[config.mk]
export PLATFORM = sky130hd
export DESIGN_NAME = smsp_core
export DESIGN_NICKNAME = d
export VERILOG_FILES = /design/src/smsp_pkg.sv /design/src/smsp_buf.sv /design/src/smsp_core.sv
export SDC_FILE = /design/constraint.sdc
export NUM_CORES = 1
export LEC_CHECK = 0
export ABC_AREA = 1
export BUFFER_PORTS_ARGS = -buffer_cell sky130_fd_sc_hd__buf_2
export CAP_MARGIN = 15
export CORE_UTILIZATION = 59
export DETAILED_ROUTE_END_ITERATION = 12
export PLACE_DENSITY = 0.84
export SETUP_SLACK_MARGIN = 0.02
export SLEW_MARGIN = 20
export SYNTH_ARGS = -nofsm -noshare
export SYNTH_HDL_FRONTEND = slang
export SYNTH_SLANG_ARGS = --single-unit
export TNS_END_PERCENT = 1
[constraint.sdc]
create_clock -name i_clk -period 1.9 [get_ports i_clk]
set_input_delay 0.38 -clock i_clk [delete_from_list [all_inputs] [get_ports i_clk]]
set_output_delay 0.38 -clock i_clk [all_outputs]
set_load 0.005 [all_outputs]
[src/smsp_pkg.sv]
// What this block does
// - One byte each way, MSB first
// - Master-in line: input as master, output slave
// - Master-out line: output as master, input slave
// - One bit per clock period, eight periods
// - Clock pin output as master, input slave
// - Launch on one edge, sample the other
// - Slave moves data only while select low
// - Slave read of bit 0 gives select
// - Done flag bit 7 set per byte
// - Done clears by zero write or data read
// - Data write while busy sets collision bit
// - Enable bit 5 hands pins to interface
// - Bit 4 picks master or slave
// - Bit 3 sets clock idle level
// - Bit 2 picks launching clock edge
// - Master rate: oscillator over 4/8/32/64
// - Data write transmits, read returns received
// - Select is digital only with port bit clear
// - Master data write starts eight clocks
// - Slave data write loads byte to send
// - Received byte latched only at byte end
package smsp_pkg;
  localparam logic [7:0] SMSP_ADDR_DATA = 8'hF7;
  localparam logic [7:0] SMSP_ADDR_CTRL = 8'hF8;
  localparam logic [7:0] SMSP_DATA_RESET = 8'h00;
  localparam logic [7:0] SMSP_CTRL_RESET = 8'h00;
  localparam int SMSP_POS_DONE = 7;
  localparam int SMSP_POS_WRITE_COLLISION_FLAG = 6;
  localparam int SMSP_POS_RATE_LOW = 0;
  localparam int SMSP_BITS = 8;
  localparam logic [3:0] SMSP_BITS_CNT = 4'h8;
  localparam logic [3:0] SMSP_LAST_BIT = 4'h7;
  localparam logic [4:0] SMSP_LAST_EDGE = 5'h0F;
  localparam int SMSP_BUF_DEPTH = 2;
  localparam int SMSP_CLK_NS = 40;
  localparam int SMSP_DIV0 = 4;
  localparam int SMSP_DIV1 = 8;
  localparam int SMSP_DIV2 = 32;
  localparam int SMSP_DIV3 = 64;

  typedef struct packed {
    logic done;
    logic write_collision_flag;
    logic en;
    logic master;
    logic clock_polarity_bit;
    logic clock_phase_bit;
    logic rate_high;
    logic rate_low;
  } smsp_ctrl_t;

  typedef struct packed {
    logic sclk_o;
    logic sclk_oe;
    logic mosi_o;
    logic mosi_oe;
    logic miso_o;
    logic miso_oe;
  } smsp_pins_t;
endpackage

[src/smsp_buf.sv]
`timescale 1ns/1ps
module smsp_buf #(
  parameter int WIDTH = 8,
  parameter int DEPTH = 2
) (
  input wire logic i_clk,
  input wire logic i_rst_n,
  input wire logic i_in_valid,
  output logic o_in_ready,
  input wire logic [WIDTH-1:0] i_in_data,
  output logic o_out_valid,
  input wire logic i_out_ready,
  output logic [WIDTH-1:0] o_out_data
);
  localparam int PW = (DEPTH > 1) ? $clog2(DEPTH) : 1;
  localparam int CW = $clog2(DEPTH + 1);
  localparam logic [PW-1:0] LAST = PW'(DEPTH - 1);
  localparam logic [CW-1:0] FULL = CW'(DEPTH);

  logic [WIDTH-1:0] mem [DEPTH];
  logic [PW-1:0] wr_ptr;
  logic [PW-1:0] rd_ptr;
  logic [CW-1:0] count;
  logic push;
  logic pop;

  function automatic logic [PW-1:0] bump(input logic [PW-1:0] p);
    bump = (p == LAST) ? '0 : p + PW'(1);
  endfunction

  assign o_in_ready = (count != FULL);
  assign o_out_valid = (count != '0);
  assign o_out_data = mem[rd_ptr];
  assign push = i_in_valid & o_in_ready;
  assign pop = o_out_valid & i_out_ready;

  always_ff @(posedge i_clk)
  begin
    if (push)
    begin
      mem[wr_ptr] <= i_in_data;
    end
  end

  always_ff @(posedge i_clk or negedge i_rst_n)
  begin
    if (!i_rst_n)
    begin
      wr_ptr <= '0;
      rd_ptr <= '0;
      count <= '0;
    end
    else
    begin
      if (push)
      begin
        wr_ptr <= bump(wr_ptr);
      end
      if (pop)
      begin
        rd_ptr <= bump(rd_ptr);
      end
      if (push & ~pop)
      begin
        count <= count + CW'(1);
      end
      else if (pop & ~push)
      begin
        count <= count - CW'(1);
      end
    end
  end
endmodule

[src/smsp_core.sv]
`timescale 1ns/1ps
module smsp_core #(
  parameter int BUF_DEPTH = smsp_pkg::SMSP_BUF_DEPTH
) (
  input wire logic i_clk,
  input wire logic i_rst_n,
  input wire logic [7:0] i_sfr_addr,
  input wire logic i_sfr_wr,
  input wire logic i_sfr_rd,
  input wire logic [7:0] i_sfr_wdata,
  output logic [7:0] o_sfr_rdata,
  input wire logic i_sclk_in,
  input wire logic i_mosi_in,
  input wire logic i_miso_in,
  input wire logic i_ss_n,
  input wire logic i_select_port_bit,
  output smsp_pkg::smsp_pins_t o_pins,
  output logic o_pins_owned
);
  typedef enum logic {SMSP_IDLE, SMSP_RUN} smsp_state_t;

  smsp_pkg::smsp_ctrl_t ctrl;
  smsp_state_t state;
  logic [7:0] data_reg;
  logic [7:0] tx_sh;
  logic [7:0] rx_sh;
  logic [3:0] bit_cnt;
  logic [4:0] edge_cnt;
  logic [5:0] div_cnt;
  logic sclk_q;
  logic [3:0] in_meta;
  logic [3:0] in_sync;
  logic sclk_prev;
  logic ss_prev;
  logic rx_valid;
  logic [7:0] rx_word;
  logic rx_ready;
  logic drain_valid;
  logic drain_ready;
  logic [7:0] drain_data;
  logic drain_fire;

  logic wr_data, rd_data, wr_ctrl, rd_ctrl;
  logic en, master, ss_eff, slave_sel, busy, start, collision;
  logic s_edge, s_leading, m_edge, edge_now, leading, sample, launch;
  logic serial_in, m_end, s_end_ph1, s_end_ph0, byte_end;
  logic m_late, m_end_d;
  logic [7:0] end_word;

  function automatic logic [5:0] half_period(input logic [1:0] rate);
    case (rate)
      2'h0: half_period = 6'(smsp_pkg::SMSP_DIV0 / 2);
      2'h1: half_period = 6'(smsp_pkg::SMSP_DIV1 / 2);
      2'h2: half_period = 6'(smsp_pkg::SMSP_DIV2 / 2);
      default: half_period = 6'(smsp_pkg::SMSP_DIV3 / 2);
    endcase
  endfunction

  assign wr_data = i_sfr_wr & (i_sfr_addr == smsp_pkg::SMSP_ADDR_DATA);
  assign rd_data = i_sfr_rd & (i_sfr_addr == smsp_pkg::SMSP_ADDR_DATA);
  assign wr_ctrl = i_sfr_wr & (i_sfr_addr == smsp_pkg::SMSP_ADDR_CTRL);
  assign rd_ctrl = i_sfr_rd & (i_sfr_addr == smsp_pkg::SMSP_ADDR_CTRL);

  // Pins arrive from outside: two flops before use
  always_ff @(posedge i_clk or negedge i_rst_n)
  begin
    if (!i_rst_n)
    begin
      in_meta <= 4'hF;
      in_sync <= 4'hF;
      sclk_prev <= 1'b1;
      ss_prev <= 1'b1;
    end
    else
    begin
      in_meta <= {i_ss_n, i_miso_in, i_mosi_in, i_sclk_in};
      in_sync <= in_meta;
      sclk_prev <= in_sync[0];
      ss_prev <= ss_eff;
    end
  end

  assign en = ctrl.en;
  assign master = en & ctrl.master;
  assign ss_eff = in_sync[3] | i_select_port_bit;
  assign slave_sel = en & ~ctrl.master & ~ss_eff;
  assign o_pins_owned = en;

  // Polarity and phase must match the far end
  assign s_edge = slave_sel & (in_sync[0] ^ sclk_prev);
  assign s_leading = ctrl.clock_polarity_bit ? ~in_sync[0] : in_sync[0];
  assign m_edge = (state == SMSP_RUN) & (div_cnt == 6'h00);
  assign edge_now = master ? m_edge : s_edge;
  assign leading = master ? ~edge_cnt[0] : s_leading;
  // Master samples a cycle late so the synchroniser delay fits even at the fastest rate
  assign sample = master ? m_late : edge_now & (leading ^ ctrl.clock_phase_bit);
  assign launch = edge_now & ~(leading ^ ctrl.clock_phase_bit);
  assign serial_in = master ? in_sync[2] : in_sync[1];

  assign busy = (state == SMSP_RUN) | (slave_sel & (bit_cnt != 4'h0));
  assign start = wr_data & ~busy & master;
  assign collision = wr_data & busy;

  assign end_word = sample ? {rx_sh[6:0], serial_in} : rx_sh;
  assign m_end = m_edge & (edge_cnt == smsp_pkg::SMSP_LAST_EDGE);
  assign s_end_ph1 = slave_sel & ctrl.clock_phase_bit & sample
                     & (bit_cnt == smsp_pkg::SMSP_LAST_BIT);
  // Phase zero ends only when the master lifts select
  assign s_end_ph0 = en & ~ctrl.master & ~ctrl.clock_phase_bit & ss_eff & ~ss_prev
                     & (bit_cnt == smsp_pkg::SMSP_BITS_CNT);
  assign byte_end = m_end_d | s_end_ph1 | s_end_ph0;

  always_ff @(posedge i_clk or negedge i_rst_n)
  begin
    if (!i_rst_n)
    begin
      m_late <= 1'b0;
      m_end_d <= 1'b0;
    end
    else
    begin
      m_late <= master & m_edge & (leading ^ ctrl.clock_phase_bit);
      m_end_d <= m_end;
    end
  end

  // Master clock generator and burst sequencing
  always_ff @(posedge i_clk or negedge i_rst_n)
  begin
    if (!i_rst_n)
    begin
      state <= SMSP_IDLE;
      div_cnt <= 6'h00;
      edge_cnt <= 5'h00;
      sclk_q <= 1'b0;
    end
    else
    begin
      case (state)
        SMSP_IDLE:
        begin
          sclk_q <= ctrl.clock_polarity_bit;
          if (start)
          begin
            state <= SMSP_RUN;
            div_cnt <= half_period({ctrl.rate_high, ctrl.rate_low}) - 6'h01;
            edge_cnt <= 5'h00;
          end
        end
        SMSP_RUN:
        begin
          if (!master)
          begin
            state <= SMSP_IDLE;
          end
          else if (m_edge)
          begin
            sclk_q <= ~sclk_q;
            edge_cnt <= edge_cnt + 5'h01;
            div_cnt <= half_period({ctrl.rate_high, ctrl.rate_low}) - 6'h01;
            if (m_end)
            begin
              state <= SMSP_IDLE;
            end
          end
          else
          begin
            div_cnt <= div_cnt - 6'h01;
          end
        end
        default: state <= SMSP_IDLE;
      endcase
    end
  end

  // Shift engine shared by both modes
  always_ff @(posedge i_clk or negedge i_rst_n)
  begin
    if (!i_rst_n)
    begin
      tx_sh <= 8'h00;
      rx_sh <= 8'h00;
      bit_cnt <= 4'h0;
    end
    else
    begin
      if (wr_data & ~busy)
      begin
        tx_sh <= i_sfr_wdata;
      end
      else if (launch & (bit_cnt != 4'h0))
      begin
        tx_sh <= {tx_sh[6:0], 1'b0};
      end
      if (start | byte_end | (~master & ~slave_sel))
      begin
        bit_cnt <= 4'h0;
      end
      else if (sample)
      begin
        rx_sh <= {rx_sh[6:0], serial_in};
        bit_cnt <= bit_cnt + 4'h1;
      end
    end
  end

  // Finished byte waits here until the buffer takes it
  always_ff @(posedge i_clk or negedge i_rst_n)
  begin
    if (!i_rst_n)
    begin
      rx_valid <= 1'b0;
      rx_word <= 8'h00;
    end
    else if (byte_end)
    begin
      rx_valid <= 1'b1;
      rx_word <= end_word;
    end
    else if (rx_ready)
    begin
      rx_valid <= 1'b0;
    end
  end

  smsp_buf #(
    .WIDTH(smsp_pkg::SMSP_BITS),
    .DEPTH(BUF_DEPTH)
  ) u_rx_buf (
    .i_clk(i_clk),
    .i_rst_n(i_rst_n),
    .i_in_valid(rx_valid),
    .o_in_ready(rx_ready),
    .i_in_data(rx_word),
    .o_out_valid(drain_valid),
    .i_out_ready(drain_ready),
    .o_out_data(drain_data)
  );

  // Hold a new byte while software reads the old one
  assign drain_ready = ~rd_data;
  assign drain_fire = drain_valid & drain_ready;

  always_ff @(posedge i_clk or negedge i_rst_n)
  begin
    if (!i_rst_n)
    begin
      data_reg <= smsp_pkg::SMSP_DATA_RESET;
    end
    else if (drain_fire)
    begin
      data_reg <= drain_data;
    end
  end

  // Flags: hardware set wins over any clear
  always_ff @(posedge i_clk or negedge i_rst_n)
  begin
    if (!i_rst_n)
    begin
      ctrl <= smsp_pkg::SMSP_CTRL_RESET;
    end
    else
    begin
      if (wr_ctrl)
      begin
        ctrl.en <= i_sfr_wdata[5];
        ctrl.master <= i_sfr_wdata[4];
        ctrl.clock_polarity_bit <= i_sfr_wdata[3];
        ctrl.clock_phase_bit <= i_sfr_wdata[2];
        ctrl.rate_high <= i_sfr_wdata[1];
        ctrl.rate_low <= i_sfr_wdata[0];
      end
      ctrl.done <= drain_fire | (ctrl.done & ~rd_data
                   & ~(wr_ctrl & ~i_sfr_wdata[smsp_pkg::SMSP_POS_DONE]));
      ctrl.write_collision_flag <= collision | (ctrl.write_collision_flag
                   & ~(wr_ctrl & ~i_sfr_wdata[smsp_pkg::SMSP_POS_WRITE_COLLISION_FLAG]));
    end
  end

  always_ff @(posedge i_clk or negedge i_rst_n)
  begin
    if (!i_rst_n)
    begin
      o_sfr_rdata <= 8'h00;
    end
    else if (rd_ctrl)
    begin
      o_sfr_rdata <= ctrl;
      if (!ctrl.master)
      begin
        o_sfr_rdata[smsp_pkg::SMSP_POS_RATE_LOW] <= ss_eff;
      end
    end
    else if (rd_data)
    begin
      o_sfr_rdata <= data_reg;
    end
  end

  always_comb
  begin
    o_pins.sclk_o = (state == SMSP_RUN) ? sclk_q : ctrl.clock_polarity_bit;
    o_pins.sclk_oe = master;
    o_pins.mosi_o = tx_sh[7];
    o_pins.mosi_oe = master;
    o_pins.miso_o = tx_sh[7];
    o_pins.miso_oe = slave_sel;
  end
endmodule

* Word-level counts from Yosys, hierarchy flattened
Memory sizes are Yosys's and may differ from the RTL's. A register that Yosys moved wholly into a read port is not among the register bits.
Index checks and enable logic that the tools add are counted.
Widths: inputs -> output; s select.
** Operators by class
- Add/sub/neg operators :: 9
- Multipliers :: 0
- Div/mod/pow operators :: 0
- $lt $le $gt $ge :: 0
- Equal/unequal tests :: 11
- Shift operators :: 0
- Mux-type cells :: 44
- Bitwise operators :: 65
- Reduce and logical (&&, ||, !) cells :: 13
** Operators with widths (count)
- $mux 6 :: 8
- $mux 8 :: 5
- $and 1x1->1 :: 36
- $mux 1 :: 19
- $not 1->1 :: 19
- $pmux 6 s3 :: 1
- $sub 6x1->6 const B :: 3
- $eq 8x8->1 const B :: 2
- $mux 5 :: 3
- $pmux 6 s2 :: 1
- $reduce_bool 2->1 :: 6
- $pmux 5 s2 :: 1
- $mux 4 :: 2
- $or 1x1->1 :: 8
- $logic_not 6->1 :: 1
- $add 5x1->5 const B :: 1
- $eq 5x4->1 const B :: 1
- $add 4x1->4 const B :: 1
- $eq 4x3->1 const B :: 1
- $eq 4x4->1 const B :: 1
- $mux 2 :: 2
- $ne 2x1->1 const B :: 2
- $ne 2x2->1 const B :: 2
- $pmux 1 s2 :: 2
- 11 further kinds :: 14
** Word-level totals
- Bits in registers :: 74
- Latch bits :: 0
- Memory bits (writable) :: 16
- Bits in read-only memories :: 0
- Input port bits :: 25
- Output and inout bits :: 15
- Word-level logic and storage cells :: 170
- Memories :: 1
** Memory list
- u_rx_buf.mem :: depth 2, width 8, read ports 1, clocked after memory_dff 1, wr ports 1, RTL line smsp_buf.sv:20 : logic [WIDTH-1:0] mem [DEPTH];

* Depth between registers and ports, before layout
Gate-level depths: netlist of run 1.
- Word-level depth :: 14
- Mapped depth :: 13
- Mapped depth without buffers :: 12

* By module
Synthesis of run 1 repeated with hierarchy kept, for this count alone.
** Unflattened totals
- Cell total of the unflattened synthesis :: 496
- Area total of the unflattened synthesis :: 4598.2 µm²
** Modules (own cells, without submodules)
- smsp_core :: times used 1, cells an instance 426, area an instance 3771.1 µm², sequential area each 1964.4 µm²
- smsp_buf :: times used 1, cells an instance 70, area an instance 827.0 µm², sequential area each 580.6 µm²

* Least setup slack after synthesis of run 1
No wires, ideal clock.
- Kind :: input to register
- Start :: input i_sfr_addr[5]
- End :: register u_rx_buf.count[1]
- Library setup time :: 0.131 ns
- Arrival :: 1.585 ns
- Required time :: 1.769 ns
- Path slack :: 0.184 ns
- Stages on the path :: 8
- Buffers on the path :: 0
- Cells stage by stage :: nand2_1 > nor2_1 > nand3_1 > nand2_1 > ha_1 > a21oi_1 > o21ai_0 > xor2_1
** Between the ends
- Longest elaborated chain between the ends :: 7
- Elaborated cells between the ends (all ways) :: 9
- Those cells by class :: eq/ne: 1; mux: 1; bitwise: 6; reduce/logical: 1
** Ends and longest elaborated chain
- start, declared :: RTL line smsp_core.sv:7 : input wire logic [7:0] i_sfr_addr,
- $eq 8x8->1 (*) :: RTL line smsp_core.sv:60 : assign rd_data = i_sfr_rd & (i_sfr_addr == smsp_pkg::SMSP_ADDR_DATA);
- $and 1x1->1 (*) :: RTL line smsp_core.sv:60
- $not 1->1 (*) :: RTL line smsp_core.sv:241 : assign drain_ready = ~rd_data;
- $and 1x1->1 (*) :: RTL line smsp_buf.sv:35 : assign pop = o_out_valid & i_out_ready;
- $not 1->1 :: RTL line smsp_buf.sv:63 : if (push & ~pop)
- $and 1x1->1 :: RTL line smsp_buf.sv:63
- $mux 2 or $reduce_bool 2->1 (tied branches)
- end signal, assigned :: RTL line smsp_buf.sv:65 : count <= count + CW'(1);
- end signal, assigned :: RTL line smsp_buf.sv:69 : count <= count - CW'(1);
- end, declared :: RTL line smsp_buf.sv:23 : logic [CW-1:0] count;
Mark *: on every way between the ends. The rest lies on a longest branch, timed or not.
A chain may end at the register's enable or synchronous reset.

* Final worst setup path of run 1
- Start :: register div_cnt[1]
- End :: register tx_sh[1]
** Between the ends
- Longest elaborated chain between the ends :: 6
** Ends and longest elaborated chain
- start, declared :: RTL line smsp_core.sv:29 : logic [5:0] div_cnt;
- start signal, assigned :: RTL line smsp_core.sv:146 : div_cnt <= half_period({ctrl.rate_high, ctrl.rate_low}) - 6'h01;
- start signal, assigned :: RTL line smsp_core.sv:160 : div_cnt <= half_period({ctrl.rate_high, ctrl.rate_low}) - 6'h01;
- start signal, assigned :: RTL line smsp_core.sv:168 : div_cnt <= div_cnt - 6'h01;
- $logic_not 6->1 :: RTL line smsp_core.sv:92 : assign m_edge = (state == SMSP_RUN) & (div_cnt == 6'h00);
- $and 1x1->1 :: RTL line smsp_core.sv:92
- $mux 1 :: RTL line smsp_core.sv:93 : assign edge_now = master ? m_edge : s_edge;
- $and 1x1->1 :: RTL line smsp_core.sv:97 : assign launch = edge_now & ~(leading ^ ctrl.clock_phase_bit);
- $and 1x1->1 :: RTL line smsp_core.sv:191 : else if (launch & (bit_cnt != 4'h0))
- $reduce_bool 2->1 (no line)
- end signal, assigned :: RTL line smsp_core.sv:189 : tx_sh <= i_sfr_wdata;
- end signal, assigned :: RTL line smsp_core.sv:193 : tx_sh <= {tx_sh[6:0], 1'b0};
- end, declared :: RTL line smsp_core.sv:25 : logic [7:0] tx_sh;
No other way between the ends.

==> metrics.csv, run 1 <==
metric,value,unit
Biggest register,u_rx_buf.mem,
Final Setup Violations,0,
number of flops mapped to enable cells by yosys,16,
"commonest non-fill, non-tap cell in the layout",nand2_1,
crit path kind,flip-flop to flip-flop,
met3 WL post-DR,342,µm
WL final,9090,µm
Critical Path End Type,flip-flop,
Top Ports,40,
r2r endpoint,tx_sh[1]$_DFFE_PN0P_,
Yosys warning count,0,
Filler Cell Count,533,
Pwr Total,0.00440,W
clk buf depth,2,
power density cells,846,nW/µm²
R2R Setup Slk,0.1,ns
Fin. Hold Viols,0,
dpl hpwl,6580,µm
Min Hold Slack,0.00156,ns
start point of the critical path,div_cnt[1]$_DFFE_PN0P_,
synth unique cells,40,
via count,3531,
CP top delay family,simple AND/OR/NAND/NOR gates,
CP required,2.18,ns
row count,31,
DRC viols,0,
antenna violations before repair,0,
Core ar.,7330,µm²
worst hold path class,input port to async pin,
# port buffers,39,
CTS buffer count,9,
R2R depth,10,
final worst-path cycle share,94.9,%
Iter 0 DRT Violations,172,
Cells after Synth,498,
Avg Vias per Cell,5.32,
"FF+latch count, synth",98,
Final Critical Period,1.80,ns
DRT Pass-1 Iters,5,
clk root buf,clkbuf_8,
"Hold-fix buffers, CTS",0,
ratio of cells with drive above 1 in the final layout,21.8,%
post-synth net total,531,
CP max stage delay,0.38,ns
Critical Path End,tx_sh[1]$_DFFE_PN0P_,
relative slew slack,72.5,%
total leakage power,2.50,nW
Synth Flop Type,dfrtp_1,
"Clk Latency, worst-skew pair",0.36,ns
max_cap viols,0,
top sig layer,met4,
syn avg cell area,9.09,µm²
Antenna Violating Nets Remaining,0,
Peak VDD IR,503,µV
"Reg clk slew, reported paths",0.10,ns
Least-Margin Pin Slew,0.413,ns
GPL Wtd Cong,0.893,
drt wl/cell,13.7,µm
reg2reg start,div_cnt[1]$_DFFE_PN0P_,
cell area after synthesis,4520,µm²
register area share after synthesis,56.2,%
Met2 Wirelength,4540,µm
Antenna diodes,0,
vias in the first global route,3360,
Chip Width,89.6,µm
Setup crit start kind,flip-flop,
H-tree Lvls,3,
first-pass GRT wire length,14900,µm
initial core utilization,61.7,%
Metal-1 WL,3940,µm
Post-synth ARST share,83.7,%
Slowest cell on crit path,dfrtp_1,
largest net degree at the start of global routing,51,
Fin Setup TNS,0,ns
CTS tree,done,
GRT Total Usage,24.8,%
max reg flops,16,
Worst Path Max Fanout,12,
Max Freq,0.555,GHz
die area,8020,µm²
# nets final,593,
status,completed,
"commonest non-fill, non-tap cells in the layout","148 x nand2_1, 71 x dfrtp_1, 46 x inv_1, 40 x o21ai_0, 38 x buf_2",
CTS sink count,98,
die height,89.6,µm
crit path DAT,2.08,ns
aggregate global routing overflow,0,
Layout Skew,0.0111,ns
"Buf+Inv Stages, Crit Path",1,
CP Cell Sequence,inv_1 > ha_1 > nand4_2 > nor2_1 > nand2_1 > o21ai_0 > nand3_2 > nand2_4 > nand2_1 > o21ai_0,
synthesis-to-finish area growth,14.9,%
RSZ-0062 raised after global routing,yes,
final max-slew violation count,0,
Levels on crit path,10,
per-layer routing:
layer | vias up | global-route usage, %
li1 | 1748 | -
met1 | 1647 | 32.3
met2 | 113 | 41.5
met3 | 23 | 3.29
met4 | 0 | 11.7
met5 | - | 0
cells in the mapped netlist (2+ instances only):
| master | number | area (µm²) |
|---|---|---|
| inv_1 | 47 | 176 |
| ha_1 | 8 | 100 |
| nand2_4 | 2 | 22.5 |
| nand2_2 | 9 | 56.3 |
| a21oi_1 | 10 | 50.1 |
| nand3_2 | 3 | 30.0 |
| dfrtp_1 | 72 | 1800 |
| clkbuf_1 | 2 | 7.51 |
| o211ai_1 | 4 | 30.0 |
| buf_6 | 3 | 33.8 |
| a21oi_2 | 2 | 17.5 |
| buf_4 | 6 | 45.0 |
| xor2_1 | 7 | 61.3 |
| a31oi_1 | 9 | 56.3 |
| nor2_1 | 37 | 139 |
| nand3_1 | 33 | 165 |
| edfxtp_1 | 16 | 480 |
| o22ai_1 | 2 | 12.5 |
| nor2_2 | 4 | 25.0 |
| nand2_1 | 150 | 563 |
| nand4_1 | 3 | 18.8 |
| xnor2_1 | 2 | 17.5 |
| dfstp_2 | 10 | 263 |
| o21ai_0 | 40 | 200 |
| nor3_1 | 2 | 10.0 |
report_power, final:
part           internal [W]  switching, W  total [W]  leakage [nW]
clock network      0.000633      0.000747    0.00138        0.0999
registers           0.00230      0.000118    0.00242          1.10
logic              0.000239      0.000364   0.000603          1.30
total               0.00317       0.00123    0.00440          2.50
what timing repair did:
item | 4_1_cts | 5_1_grt
pin swaps | 0 | 2
endpoints found under the setup margin | 4 | 30
gates cloned | 0 | 0
gates resized for setup | 2 | 9
setup buffers | 0 | 2
layout make-up:
class / instances / area (µm²) / area share (%)
inverter: 50 / 193 / 3.71
tap: 99 / 124 / 2.38
sequential: 98 / 2550 / 49.0
multi-input combinational: 338 / 1730 / 33.3
clock inverter: 7 / 85.1 / 1.64
clock buffer: 9 / 124 / 2.38
timing repair buffer: 63 / 394 / 7.58
stage by stage:
stage                     cells  area (µm²)  worst slack [ns]  util (%)
after floorplan             498        4520             0.184         -
final                       664        5200            0.0969      70.9
after CTS                   662        5150            0.0191      70.2
after global placement      646        4930            0.0269      67.3
after detailed placement    646        4930            0.0245      67.3
after global routing        664        5200           -0.0281      70.9
cell families (layout without fill, tap and decap cells):
family / after synthesis / count (layout) / synth area share [%]
buffers and inverters: 62 / 129 / 6.28
flip-flops: 98 / 98 / 56.2
adder cells (fa/ha/maj): 8 / 8 / 2.21
XOR/XNOR: 9 / 9 / 1.74
AND/OR/NAND/NOR: 247 / 247 / 23.8
AO/OA/AOI/OAI: 74 / 74 / 9.71
worst min-delay path by stage:
stage,end,slack [ns]
finish,in_sync[2]$_DFF_PN1_,0.002
global route,in_sync[2]$_DFF_PN1_,0.01
CTS,in_sync[2]$_DFF_PN1_,0.005
detailed placement,in_sync[1]$_DFF_PN1_,0.35
global placement,in_sync[2]$_DFF_PN1_,0.35
floorplan,bit_cnt[0]$_DFFE_PN0P_,0.08
Note: power is estimated with default switching activity, not from simulation.
==> run 2: changes to the inputs <==
- CTS_BUF_LIST: default -> sky130_fd_sc_hd__clkbuf_4
==> metrics.csv, run 2 (same netlist as run 1, synthesis figures left out) <==
metric,value,unit
Core ar.,7330,µm²
first-pass GRT wire length,15000,µm
Max Freq,0.553,GHz
initial core utilization,61.7,%
area of the multi-input gates,1730,µm²
synthesis-to-finish area growth,14.5,%
max reg flops,16,
fin worst setup slack,0.0909,ns
Top Ports,40,
GRT Total Usage,25.0,%
max_cap viols,0,
crit path DAT,2.16,ns
"Reg clk slew, reported paths",0.15,ns
largest net degree at the start of global routing,51,
CP required,2.25,ns
r2r endpoint,rx_sh[5]$_DFFE_PN0N_,
final max-slew violation count,0,
ratio of cells with drive above 1 in the final layout,22.0,%
"commonest non-fill, non-tap cell in the layout",nand2_1,
row count,31,
DRT Pass-1 Iters,6,
Chip Width,89.6,µm
crit path kind,flip-flop to flip-flop,
"commonest non-fill, non-tap cells in the layout","148 x nand2_1, 71 x dfrtp_1, 43 x inv_1, 39 x o21ai_0, 38 x buf_2",
WHS Path Cells,3,
GPL Wtd Cong,0.893,
Filler Cell Count,559,
Layout Skew,0.0139,ns
drt wl/cell,13.5,µm
die area,8020,µm²
Fin Setup TNS,0,ns
CTS buffer count,9,
"Clk Latency, worst-skew pair",0.45,ns
relative slew slack,73.2,%
RSZ-0062 raised after global routing,yes,
reg2reg start,bit_cnt[1]$_DFFE_PN0P_,
Antenna diodes,0,
R2R Setup Slk,0.09,ns
dpl hpwl,6580,µm
total leakage power,2.50,nW
vias in the first global route,3374,
Peak VDD IR,513,µV
WL final,9050,µm
WHS Endpoint,o_pins_owned$_DFFE_PN0P_,
clk buf depth,2,
DRC viols,0,
Antenna Violating Nets Remaining,0,
H-tree Lvls,3,
CTS tree,done,
status,completed,
die height,89.6,µm
Final Setup Violations,0,
via count,3510,
register area,2550,µm²
# port buffers,39,
Critical Path End Type,flip-flop,
Iter 0 DRT Violations,134,
aggregate global routing overflow,0,
CTS sink count,98,
power density cells,806,nW/µm²
Worst Path Max Fanout,8,
Final Critical Period,1.81,ns
R2R depth,11,
Avg Vias per Cell,5.25,
clk root buf,clkbuf_4,
worst hold path class,input port to flip-flop,
Biggest register,u_rx_buf.mem,
pre-CTS WS,0.0245,ns
# nets final,597,
Fin. Hold Viols,0,
Setup crit start kind,flip-flop,
final worst-path cycle share,95.2,%
Least-Margin Pin Slew,0.401,ns
Hold Startpoint,i_sfr_wdata[5],
antenna violations before repair,0,
## run 2: power breakdown
| group | internal, W | switching (W) |
|---|---|---|
| registers | 0.00230 | 0.000115 |
| clock network | 0.000426 | 0.000734 |
| logic | 0.000245 | 0.000355 |
## run 2: how the worst max path moves through the flow
stage	from	to	slack, ns	depth (start not counted)
floorplan	i_sfr_addr[5]	u_rx_buf.count[1]$_DFFE_PN0P_	0.18	8
global placement	i_select_port_bit	rx_sh[3]$_DFFE_PN0N_	0.03	11
detailed placement	bit_cnt[0]$_DFFE_PN0P_	div_cnt[2]$_DFFE_PN0P_	0.02	10
CTS	state$_DFF_PN0_	o_pins[5]	0.03	4
global route	bit_cnt[1]$_DFFE_PN0P_	rx_sh[0]$_DFFE_PN0N_	0.004	11
finish	bit_cnt[1]$_DFFE_PN0P_	rx_sh[5]$_DFFE_PN0N_	0.09	11
## run 2: cell type report
class / instances / area share (%)
Sequential cell: 98 / 49.2
Multi-Input combinational cell: 338 / 33.4
Timing Repair Buffer: 67 / 8.36
Inverter: 50 / 3.72
Tap cell: 99 / 2.39
Clock inverter: 7 / 1.64
Clock buffer: 9 / 1.30
## run 2: critical path: stages, from the launching register on
cell and delay, ns:
dfrtp_1 0.44, inv_1 0.10, ha_2 0.20, nand3_2 0.11, nand2_1 0.10, nand2_2 0.07, nor2_4 0.17, buf_4 0.15
o21ai_4 0.06, buf_4 0.17, nand3_1 0.08, nand2_1 0.06
## run 2: repair_timing
action                                 CTS  global route
resized for setup                        1            13
setup endpoints to repair                4            35
endpoints found under the hold margin   56             0
pin swaps                                0             2
hold buffers                             5             0
buffers inserted                         0             1
## run 2: through the flow
| stage | power (W) | instances | hold slack (ns) | utilization, % | cell area [µm²] |
|---|---|---|---|---|---|
| 3_5_place_dp | 0.00305 | 646 | 0.347 | 67.3 | 4930 |
| 6_report | 0.00417 | 668 | 0.138 | 70.7 | 5180 |
| 5_1_grt | 0.00440 | 668 | 0.136 | 70.7 | 5180 |
| 4_1_cts | 0.00420 | 667 | 0.125 | 70.1 | 5140 |
| 2_1_floorplan | 0.00284 | 498 | 0.0844 | - | 4520 |
| 3_3_place_gp | 0.00302 | 646 | 0.346 | 67.3 | 4930 |
## run 2: layer usage
metal | vias to the layer above | global-route usage [%] | part of all wire, %
met5 | - | 0 | 0
met4 | 0 | 12.6 | 2.7
met3 | 24 | 3.56 | 3.4
met2 | 102 | 42.4 | 50
met1 | 1628 | 31.6 | 44
li1 | 1756 | - | -
==> run 3: changes to the inputs <==
- CTS_BUF_LIST: sky130_fd_sc_hd__clkbuf_4 -> sky130_fd_sc_hd__clkbuf_2
- clock period: 1.9 -> 1.7 ns (I/O delays scaled with it)
==> metrics.csv, run 3 (same netlist as run 1, synthesis figures left out) <==
metric,value,unit
status,"finished, violations left",
violated checks,setup timing,
dpl cells,659,
initial core utilization,61.7,%
crit path DAT,1.60,ns
Slowest cell on crit path,dfrtp_2,
GRT Total Usage,26.2,%
Avg Vias per Cell,5.47,
relative slew slack,63.6,%
Top Ports,40,
R2R depth,11,
"Reg clk slew, reported paths",0.29,ns
CTS tree,done,
Peak VDD IR,503,µV
CP top delay family,flip-flops,
"Buf+Inv Stages, Crit Path",3,
switching share of power,31.3,%
Max Freq,0.516,GHz
dpl hpwl,6780,µm
H-tree Lvls,3,
# port buffers,39,
WHS Path Cells,3,
RSZ-0062 raised after global routing,yes,
Hold Startpoint,i_sfr_wdata[3],
GPL Wtd Cong,0.858,
Antenna diodes,0,
clk root buf,clkbuf_2,
Net Sw Power,0.00141,W
"commonest non-fill, non-tap cell in the layout",nand2_1,
Min Hold Slack,0.0117,ns
Clock Power Share,23.4,%
"commonest non-fill, non-tap cells in the layout","142 x nand2_1, 70 x dfrtp_1, 42 x buf_4, 41 x inv_1",
Final Critical Period,1.94,ns
total leakage power,2.65,nW
# nets final,624,
largest net degree at the start of global routing,42,
Least-Margin Pin Slew,0.547,ns
first-pass GRT wire length,15700,µm
Critical Path End Type,output port,
DRT Pass-1 Iters,6,
r2r endpoint,o_sfr_rdata[0]$_DFFE_PN0P_,
crit path kind,flip-flop to output port,
Core ar.,7330,µm²
CP Cell Sequence,inv_2 > nand2_2 > nor2_2 > buf_4 > buf_6,
CTS sink count,98,
R2R Setup Slk,-0.10,ns
antenna violations before repair,0,
clk buf depth,2,
CP required,1.36,ns
synthesis-to-finish area growth,20.8,%
worst hold path class,input port to flip-flop,
sequential power share,60.0,%
via count,3800,
die height,89.6,µm
final max-slew violation count,0,
max_cap viols,0,
CTS buffer count,9,
fin worst setup slack,-0.236,ns
Pwr Total,0.00451,W
WL final,10200,µm
Layout Skew,0.0420,ns
end-of-flow core utilization,74.6,%
Chip Width,89.6,µm
CP max stage delay,0.52,ns
Levels on crit path,5,
Antenna Violating Nets Remaining,0,
Comb power frac,16.6,%
aggregate global routing overflow,0,
drt wl/cell,14.7,µm
max reg flops,16,
DRC viols,0,
Biggest register,u_rx_buf.mem,
Worst Path Max Fanout,3,
internal power,0.00310,W
Final Setup Violations,27,
Setup crit start kind,flip-flop,
reg2reg start,ctrl[4]$_DFFE_PN0P_,
Critical Path End,o_pins[0],
ratio of cells with drive above 1 in the final layout,27.0,%
start point of the critical path,ctrl[4]$_DFFE_PN0P_,
die area,8020,µm²
Filler Cell Count,474,
vias in the first global route,3540,
"Clk Latency, worst-skew pair",0.60,ns
Fin. Hold Viols,0,
power density cells,826,nW/µm²
row count,31,
final worst-path cycle share,114,%
Layout Cells excl Fill,695,
Iter 0 DRT Violations,252,
==> run 3: worst min-delay path, cell delays in order <==
cell	delay [ns]
buf_2	0.11
inv_1	0.07
o21ai_0	0.08
==> run 3: stage by stage <==
stage               cell area, µm²  worst slack, ns  TNS (ns)
floorplan                     4530           0.0238         0
global placement              5020          -0.0226   -0.0725
detailed placement            5020          -0.0888    -0.568
CTS                           5370           -0.201    -0.949
global route                  5470           -0.282     -4.28
finish                        5470           -0.236     -1.81
==> run 3: power groups by stage <==
| stage | combinational, W | clock [W] | sequential [W] |
|---|---|---|---|
| after floorplan | 0.000481 | 0 | 0.00269 |
| after global placement | 0.000643 | 0 | 0.00273 |
| after detailed placement | 0.000688 | 0 | 0.00274 |
| after CTS | 0.000741 | 0.00107 | 0.00270 |
| after global routing | 0.000844 | 0.00116 | 0.00273 |
| final | 0.000749 | 0.00106 | 0.00271 |
==> run 3: worst min-delay path by stage <==
stage / slack [ns] / to
after floorplan: 0.04 / bit_cnt[0]$_DFFE_PN0P_
after global placement: 0.35 / in_sync[0]$_DFF_PN1_
after global routing: 0.001 / ctrl[3]$_DFFE_PN0P_
final: 0.01 / ctrl[3]$_DFFE_PN0P_
after CTS: 0.001 / ctrl[3]$_DFFE_PN0P_
after detailed placement: 0.35 / in_sync[3]$_DFF_PN1_
==> run 3: cell type report <==
| class | instances | area (µm²) | share of cell area (%) |
|---|---|---|---|
| flip-flops and latches | 98 | 2550 | 46.6 |
| inverters | 50 | 195 | 3.57 |
| well taps | 99 | 124 | 2.27 |
| repair buffers | 94 | 668 | 12.2 |
| clock buffers | 9 | 45.0 | 0.824 |
| clock inverters | 7 | 57.6 | 1.05 |
| multi-input cells | 338 | 1830 | 33.4 |
==> run 3: layer usage <==
layer,up-vias,part of all wire (%),global-route usage (%)
li1,1817,-,-
met1,1794,42,33.4
met2,154,49,44.7
met3,35,5.8,3.02
met4,0,2.9,12.7
met5,-,0,0
==> run 3: repair_timing <==
item                                    in CTS  in global routing
pin swaps                                    3                  2
hold buffers                                11                  0
setup buffers                                8                  1
endpoints found under the hold margin       38                  0
endpoints found under the setup margin      37                 49
resized for setup                           21                 24
